### src/pwmc_pkg.sv
// package: register map, field layout and timing constants of the pwm channel
package pwmc_pkg;

  // ------------------------------------------------------------
  // register byte offsets
  // ------------------------------------------------------------
  localparam logic [11:0] OFF_CTRL     = 12'h000;
  localparam logic [11:0] OFF_STATUS   = 12'h004;
  localparam logic [11:0] OFF_DUTY     = 12'h008;
  localparam logic [11:0] OFF_PERIOD   = 12'h00c;
  localparam logic [11:0] OFF_BUFFER   = 12'h010;
  localparam logic [11:0] OFF_IRQ_STAT = 12'h014;
  localparam logic [11:0] OFF_IRQ_EN   = 12'h018;
  localparam logic [11:0] OFF_IRQ_CLR  = 12'h01c;
  localparam logic [11:0] OFF_COUNT    = 12'h020;

  // ------------------------------------------------------------
  // field layout
  // ------------------------------------------------------------
  localparam int CTRL_RUN     = 0;
  localparam int CTRL_BUF_EN  = 1;
  localparam int CTRL_PIN_EN  = 2;
  localparam int IRQ_DUTY     = 0;
  localparam int IRQ_PERIOD   = 1;
  localparam int CNT_W        = 16;
  localparam int PRESC_W      = 2;

  // ------------------------------------------------------------
  // reset values and timing
  // ------------------------------------------------------------
  localparam logic [CNT_W-1:0]   CNT_ZERO     = 16'h0000;
  localparam logic [CNT_W-1:0]   CNT_ONE      = 16'h0001;
  localparam logic [CNT_W-1:0]   COMPARE_RST  = 16'hffff;
  localparam logic [2:0]         CTRL_RST     = 3'h0;
  localparam logic [PRESC_W-1:0] PRESC_DIV    = 2'h3;
  localparam logic [31:0]        UNMAPPED_RD  = 32'h00000000;

  typedef struct packed {
    logic run;
    logic buf_en;
    logic pin_en;
  } pwmc_ctrl_t;

  typedef struct packed {
    logic period;
    logic duty;
  } pwmc_evt_t;

endpackage : pwmc_pkg

### src/pwmc_tick.sv
// count-clock enable divider
module pwmc_tick (
  input  wire logic pclk,
  input  wire logic presetn,
  input  wire logic enable,
  output logic      tick
);
  logic [pwmc_pkg::PRESC_W-1:0] cnt;
  logic [pwmc_pkg::PRESC_W-1:0] next_cnt;

  always_comb begin
    next_cnt = cnt;
    if (!enable) begin
      next_cnt = '0;
    end else if (cnt == pwmc_pkg::PRESC_DIV) begin
      next_cnt = '0;
    end else begin
      next_cnt = cnt + 1'b1;
    end
  end

  always_ff @(posedge pclk or negedge presetn) begin
    if (!presetn) begin
      cnt <= '0;
    end else begin
      cnt <= next_cnt;
    end
  end

  // one pclk pulse per divide span
  assign tick = enable && (cnt == pwmc_pkg::PRESC_DIV);
endmodule // pwmc_tick

### src/pwmc_irq_bit.sv
// one sticky interrupt status bit
module pwmc_irq_bit (
  input  wire logic pclk,
  input  wire logic presetn,
  input  wire logic set,
  input  wire logic clr,
  output logic      flag
);
  logic next_flag;

  // set wins over a clear in the same cycle
  always_comb begin
    next_flag = flag;
    if (set) begin
      next_flag = 1'b1;
    end else if (clr) begin
      next_flag = 1'b0;
    end
  end

  always_ff @(posedge pclk or negedge presetn) begin
    if (!presetn) begin
      flag <= 1'b0;
    end else begin
      flag <= next_flag;
    end
  end
endmodule // pwmc_irq_bit

### src/pwmc_top.sv
// single channel pwm timer with duty buffer and apb registers
//
// Summary of operation
// - counter clears on period compare match
// - period match alone drives output low
// - duty match alone drives output high
// - buffered mode copies buffer into duty on duty match
// - simultaneous matches hold output, 100% if it was high
// - duty above period never matches, 0%
// - colliding buffer write: old contents transfer
// - output low until pin mode enables it
// - interrupts on every period and duty match
// - raised duty may match twice, no change
// - unbuffered duty=period at period irq gives 0%
//
// The placing of the registers and the APB interface to the registers were left to the implementer.
module pwmc_top (
  input  wire logic        pclk,
  input  wire logic        presetn,
  input  wire logic        psel,
  input  wire logic        penable,
  input  wire logic        pwrite,
  input  wire logic [11:0] paddr,
  input  wire logic [31:0] pwdata,
  output logic      [31:0] prdata,
  output logic             pready,
  output logic             pslverr,
  output logic             pwm_out,
  output logic             irq
);

  // ------------------------------------------------------------
  // apb decode
  // ------------------------------------------------------------
  logic wr_acc;
  logic rd_acc;
  logic wr_ctrl;
  logic wr_duty;
  logic wr_period;
  logic wr_buffer;
  logic wr_irq_en;
  logic wr_irq_clr;
  logic hit;

  assign wr_acc = psel && penable && pwrite;
  assign rd_acc = psel && penable && !pwrite;
  assign pready = 1'b1;

  always_comb begin
    wr_ctrl    = 1'b0;
    wr_duty    = 1'b0;
    wr_period  = 1'b0;
    wr_buffer  = 1'b0;
    wr_irq_en  = 1'b0;
    wr_irq_clr = 1'b0;
    hit        = 1'b1;
    if (paddr == pwmc_pkg::OFF_CTRL) begin
      wr_ctrl = wr_acc;
    end else if (paddr == pwmc_pkg::OFF_DUTY) begin
      wr_duty = wr_acc;
    end else if (paddr == pwmc_pkg::OFF_PERIOD) begin
      wr_period = wr_acc;
    end else if (paddr == pwmc_pkg::OFF_BUFFER) begin
      wr_buffer = wr_acc;
    end else if (paddr == pwmc_pkg::OFF_IRQ_EN) begin
      wr_irq_en = wr_acc;
    end else if (paddr == pwmc_pkg::OFF_IRQ_CLR) begin
      wr_irq_clr = wr_acc;
    end else if (paddr == pwmc_pkg::OFF_STATUS ||
                 paddr == pwmc_pkg::OFF_IRQ_STAT ||
                 paddr == pwmc_pkg::OFF_COUNT) begin
      hit = 1'b1;
    end else begin
      hit = 1'b0;
    end
  end

  // unmapped access errors but has no effect
  assign pslverr = psel && penable && !hit;

  // ------------------------------------------------------------
  // channel state
  // ------------------------------------------------------------
  pwmc_pkg::pwmc_ctrl_t      ctrl;
  pwmc_pkg::pwmc_ctrl_t      next_ctrl;
  logic [pwmc_pkg::CNT_W-1:0] count;
  logic [pwmc_pkg::CNT_W-1:0] next_count;
  logic [pwmc_pkg::CNT_W-1:0] duty_compare_reg;
  logic [pwmc_pkg::CNT_W-1:0] next_duty;
  logic [pwmc_pkg::CNT_W-1:0] period_compare_reg;
  logic [pwmc_pkg::CNT_W-1:0] next_period;
  logic [pwmc_pkg::CNT_W-1:0] duty_buffer_reg;
  logic [pwmc_pkg::CNT_W-1:0] next_buffer;
  logic                       level;
  logic                       next_level;
  logic [1:0]                 irq_en;
  logic [1:0]                 next_irq_en;
  logic                       tick;
  pwmc_pkg::pwmc_evt_t        evt;
  pwmc_pkg::pwmc_evt_t        flags;

  // count rate is pclk divided down; slower rates are left to software
  pwmc_tick u_tick (
    .pclk    (pclk),
    .presetn (presetn),
    .enable  (ctrl.run),
    .tick    (tick)
  );

  // compares are evaluated only on count ticks
  assign evt.duty   = tick && (count == duty_compare_reg);
  assign evt.period = tick && (count == period_compare_reg);

  always_comb begin
    next_ctrl   = ctrl;
    next_count  = count;
    next_duty   = duty_compare_reg;
    next_period = period_compare_reg;
    next_buffer = duty_buffer_reg;
    next_level  = level;
    next_irq_en = irq_en;

    if (wr_ctrl) begin
      next_ctrl.run    = pwdata[pwmc_pkg::CTRL_RUN];
      next_ctrl.buf_en = pwdata[pwmc_pkg::CTRL_BUF_EN];
      next_ctrl.pin_en = pwdata[pwmc_pkg::CTRL_PIN_EN];
    end
    if (wr_period) begin
      next_period = pwdata[pwmc_pkg::CNT_W-1:0];
    end
    if (wr_irq_en) begin
      next_irq_en = {pwdata[pwmc_pkg::IRQ_PERIOD],
                     pwdata[pwmc_pkg::IRQ_DUTY]};
    end

    // counter
    if (evt.period) begin
      next_count = pwmc_pkg::CNT_ZERO;
    end else if (tick) begin
      next_count = count + pwmc_pkg::CNT_ONE;
    end

    // output level: a lone match acts, a pair leaves it alone
    if (evt.period && !evt.duty) begin
      next_level = 1'b0;
    end else if (evt.duty && !evt.period) begin
      next_level = 1'b1;
    end else begin
      next_level = level;
    end

    // software write to duty first; a transfer in the same cycle wins
    if (wr_duty) begin
      next_duty = pwdata[pwmc_pkg::CNT_W-1:0];
    end
    if (wr_buffer) begin
      next_buffer = pwdata[pwmc_pkg::CNT_W-1:0];
    end
    // transfer uses the buffer as it stood before this cycle's write
    if (ctrl.buf_en && evt.duty) begin
      next_duty = duty_buffer_reg;
    end
  end

  always_ff @(posedge pclk or negedge presetn) begin
    if (!presetn) begin
      ctrl               <= pwmc_pkg::CTRL_RST;
      count              <= pwmc_pkg::CNT_ZERO;
      duty_compare_reg   <= pwmc_pkg::COMPARE_RST;
      period_compare_reg <= pwmc_pkg::COMPARE_RST;
      duty_buffer_reg    <= pwmc_pkg::COMPARE_RST;
      level              <= 1'b0;
      irq_en             <= 2'h0;
    end else begin
      ctrl               <= next_ctrl;
      count              <= next_count;
      duty_compare_reg   <= next_duty;
      period_compare_reg <= next_period;
      duty_buffer_reg    <= next_buffer;
      level              <= next_level;
      irq_en             <= next_irq_en;
    end
  end

  // ------------------------------------------------------------
  // pin and interrupts
  // ------------------------------------------------------------
  // pin stays at initial low until pin mode hands it to the timer
  always_ff @(posedge pclk or negedge presetn) begin
    if (!presetn) begin
      pwm_out <= 1'b0;
    end else begin
      pwm_out <= ctrl.pin_en && level;
    end
  end

  pwmc_irq_bit u_irq_duty (
    .pclk    (pclk),
    .presetn (presetn),
    .set     (evt.duty),
    .clr     (wr_irq_clr && pwdata[pwmc_pkg::IRQ_DUTY]),
    .flag    (flags.duty)
  );

  pwmc_irq_bit u_irq_period (
    .pclk    (pclk),
    .presetn (presetn),
    .set     (evt.period),
    .clr     (wr_irq_clr && pwdata[pwmc_pkg::IRQ_PERIOD]),
    .flag    (flags.period)
  );

  assign irq = |({flags.period, flags.duty} & irq_en);

  // ------------------------------------------------------------
  // read mux
  // ------------------------------------------------------------
  always_comb begin
    prdata = pwmc_pkg::UNMAPPED_RD;
    if (!rd_acc) begin
      prdata = pwmc_pkg::UNMAPPED_RD;
    end else if (paddr == pwmc_pkg::OFF_CTRL) begin
      prdata[2:0] = {ctrl.pin_en, ctrl.buf_en, ctrl.run};
    end else if (paddr == pwmc_pkg::OFF_STATUS) begin
      prdata[0] = level;
    end else if (paddr == pwmc_pkg::OFF_DUTY) begin
      prdata[pwmc_pkg::CNT_W-1:0] = duty_compare_reg;
    end else if (paddr == pwmc_pkg::OFF_PERIOD) begin
      prdata[pwmc_pkg::CNT_W-1:0] = period_compare_reg;
    end else if (paddr == pwmc_pkg::OFF_BUFFER) begin
      prdata[pwmc_pkg::CNT_W-1:0] = duty_buffer_reg;
    end else if (paddr == pwmc_pkg::OFF_IRQ_STAT) begin
      prdata[1:0] = {flags.period, flags.duty};
    end else if (paddr == pwmc_pkg::OFF_IRQ_EN) begin
      prdata[1:0] = irq_en;
    end else if (paddr == pwmc_pkg::OFF_COUNT) begin
      prdata[pwmc_pkg::CNT_W-1:0] = count;
    end
  end
endmodule // pwmc_top

### config.mk
export PLATFORM = sky130hd
export DESIGN_NAME = pwmc_top
export DESIGN_NICKNAME = d
export VERILOG_FILES = /design/src/pwmc_pkg.sv /design/src/pwmc_tick.sv /design/src/pwmc_irq_bit.sv /design/src/pwmc_top.sv
export SDC_FILE = /design/constraint.sdc
export NUM_CORES = 1
export LEC_CHECK = 0
export ABC_AREA = 1
export BUFFER_PORTS_ARGS = -buffer_cell sky130_fd_sc_hd__buf_2
export CAP_MARGIN = 20
export CORE_UTILIZATION = 52
export DETAILED_ROUTE_END_ITERATION = 8
export PLACE_DENSITY = 0.77
export SYNTH_ARGS = -nofsm -noshare
export SYNTH_HDL_FRONTEND = slang
export SYNTH_HIERARCHICAL = 1
export SYNTH_SLANG_ARGS = --single-unit
### constraint.sdc
create_clock -name pclk -period 1.85 [get_ports pclk]
set_input_delay 0.185 -clock pclk [delete_from_list [all_inputs] [get_ports pclk]]
set_output_delay 0.185 -clock pclk [all_outputs]
set_load 0.02 [all_outputs]
==> flow_metrics.tcl <==
set metrics [dict create \
    status "complete, but fails checks" \
    violations "setup timing" \
    worstHoldPathType "input port to register" \
    yosysTopAreaCellShare 0.237 \
    dp.final_hpwl_mm 12.2 \
    yosysTopAreaCell "dfstp_2" \
    drtIter0Drc 635 \
    holdPathEnd "duty_buffer_reg[12]$_DFFE_PN1P_" \
    powerDensity_mw_per_mm2 470 \
    seq_area_frac_synth 0.364 \
    die_area_sq_mm 0.0106 \
    p_leak_nw 3.36 \
    drv_cap 0 \
    worstSetupPathType "register to register" \
    core_area_sq_mm 0.00986 \
    crit_path_max_fanout 3 \
    via_per_inst 5.72 \
    ys_ff_latch 75 \
    drive_gt1_frac 0.356 \
    r2r_start "period_compare_reg[11]$_DFFE_PN1P_" \
    port_buffers 51 \
    finalPower_w 0.00320 \
    grt_start_max_net_pins 76 \
    met1_length_mm 7.22 \
    synthFlopType "dfstp_2" \
    gp_congestion 1.03 \
    period_minus_slack_ns 1.96 \
    slew_headroom 0.647 \
    cp.required_ns 2.10 \
    endpoint_kind "register" \
    cts-root-buf "clkbuf_8" \
    synth_area_leaders "dfstp_2, dfrtp_1, nand2_1, inv_1, nand3_1" \
    row_count 36 \
    final-max-slew-violation-count 0 \
    met2_length_mm 7.89 \
    area_growth_pct 28.0 \
    r2r_setup_slack_ns -0.11 \
    initial_utilization 0.539 \
    finalSetupViolations 1 \
    grt_overflow_total 0 \
    path_clk_slew_ns 0.09 \
    grt_pass1_wl_mm 26.3 \
    hold_start "pwdata[12]" \
    yosysWarnings 6 \
    worstRegToRegCells 9 \
    syn_inst 751 \
    grt_pass1_vias 5315 \
    cts_sinks 75 \
    synth-edff-count 0 \
    htreeDepth 3 \
    dpl_cell_area_sq_mm 0.00612 \
    grt.total_usage 0.328 \
    dieWidth_um 103 \
    antenna_found_initial 0 \
    cts_buffer_depth 2 \
    start_kind "register" \
    cts_tree "built" \
    ioPinCount 85 \
    postSynthAreaPerCell_sq_um 7.08 \
    met3_length_mm 1.73 \
    synth_area_sq_mm 0.00532 \
    worst_ep_arrival_time_ns 2.21 \
    diodes 0 \
    fin_ws_ns -0.109 \
    ir_worst_vdd_uv 456 \
    fillCellCount 803 \
    numCtsBuffers 9 \
    worst_clock_skew_ns 0.00795 \
    design_area_sq_mm 0.00680 \
    worst_slew_pin_slew_ns 0.527 \
    highest_layer "met4" \
    vias 5776 \
    antenna_left 0 \
    fp.dieH_um 103 \
    final_cells 1010 \
    hold_slack_ns 0.0636 \
    worstHoldPathCells 3 \
    rsz0062_at_grt "yes" \
    wl_per_cell_um 17.1 \
    finalCritPeriodShare 1.06 \
    rr_endpoint "level$_DFFE_PN0P_" \
    hold_viol 0 \
    drt_wl_total_mm 17.3 \
    placedCellCount 975 \
    first_pass_iters 6 \
    fin_nets 924 \
    clock_latency_ns 0.36 \
    finalSetupTns_ns -0.109 \
    drc 0 \
    fmax_ghz 0.510 \
    ys_types 44 \
    synthArstFlopShare 1.00 \
]
## critical path: stages (launching register included)
cell     delay, ns
dfstp_2       0.55
or2_4         0.13
nand4_1       0.11
nor3_2        0.17
nand3_1       0.10
nor3_2        0.29
buf_4         0.19
ha_4          0.19
nand2_1       0.05
o21ai_1       0.06
## how the worst max path moves through the flow
stage,from,depth (start not counted),endpoint
after floorplan,duty_compare_reg[0]$_DFFE_PN1P_,11,level$_DFFE_PN0P_
after global placement,u_tick/cnt[0]$_DFF_PN0_,11,level$_DFFE_PN0P_
after detailed placement,u_tick/cnt[0]$_DFF_PN0_,11,level$_DFFE_PN0P_
after CTS,period_compare_reg[11]$_DFFE_PN1P_,9,level$_DFFE_PN0P_
after global routing,period_compare_reg[11]$_DFFE_PN1P_,9,level$_DFFE_PN0P_
final,period_compare_reg[11]$_DFFE_PN1P_,9,level$_DFFE_PN0P_
## routing by layer
metal	up-vias	track usage
met3	44	0.0685
li1	2683	-
met4	0	0.129
met1	2714	0.460
met2	335	0.494
met5	-	0
## cell usage after synthesis, types with 2 or more instances
library cell and n:
nand4_1 36, o21ai_0 54, nand2_1 161, ha_1 3, xnor2_1 8, nor2_4 4, nand2_2 5, dfstp_2 48
nor2_1 81, buf_4 20, buf_6 3, inv_2 8, nor2_2 5, xor2_1 6, o21ai_1 5, clkbuf_1 10
nand3_2 3, buf_2 13, nor3b_1 2, a211oi_1 12, conb_1 2, nand3b_1 2, a21oi_1 9, or2_2 8
o221ai_1 12, inv_1 95, o211ai_1 2, dfrtp_1 27, nand3_1 69, nand4_4 2, and3_1 4, nor3_1 20
## cell usage in the layout, fill, tap and decap left out, types with 5 or more instances in the layout
cell type and count:
nor3_2 5, o221ai_1 10, xor2_1 6, o21ai_0 51
nand3_1 57, xnor2_1 7, dfrtp_2 7, nor2_4 8
nand3_2 13, nor3_1 13, nand2_2 14, o21ai_1 7
nand2_1 151, nand4_1 36, a21oi_1 5, buf_4 85
dfstp_2 48, clkbuf_8 9, inv_1 87, nor2_1 70
or2_2 6, buf_2 43, dfrtp_1 20, conb_1 17
buf_12 5, a211oi_1 11, nor2_2 12, inv_2 15
## where the power goes
group / internal [W] / switching [W] / leakage [nW] / total (W)
clock network: 0.000630 / 0.000706 / 0.0923 / 0.00134
registers: 0.00165 / 0.00000227 / 0.853 / 0.00165
logic: 0.0000639 / 0.000149 / 2.42 / 0.000213
## repair_timing
item,4_1_cts,5_1_grt
resized for setup,8,85
endpoints found under the hold margin,27,0
setup buffers,5,10
gates cloned,0,3
pin swaps,7,35
endpoints found under the setup margin,19,43
hold buffers,1,0
## stage by stage
| stage | setup slack, ns | util |
|---|---|---|
| 2_1_floorplan | 0.00246 | - |
| 3_3_place_gp | -0.0605 | 0.620 |
| 3_5_place_dp | -0.0591 | 0.620 |
| 4_1_cts | -0.0611 | 0.648 |
| 5_1_grt | -0.126 | 0.690 |
| 6_report | -0.109 | 0.690 |
## cells by family after synthesis
logic type	count (synthesis)	synth area share
xor gates and xnor gates	14	0.0231
and+or+nand+nor	411	0.370
buffers and inverters	150	0.128
DFF	75	0.364
other	2	0.00141
adders and majority gates	3	0.00706
AOI/OAI and AO/OA	96	0.106
## layout make-up
cell class | count | area [sq um] | share of cell area
flip-flops and latches | 75 | 1950 | 0.286
inverters | 104 | 394 | 0.0579
clock inverters | 7 | 75.1 | 0.0110
repair buffers | 140 | 1050 | 0.154
multi-input cells | 542 | 3050 | 0.448
clock buffers | 9 | 124 | 0.0182
well taps | 133 | 166 | 0.0245
Power figures use the tool's default switching activity.
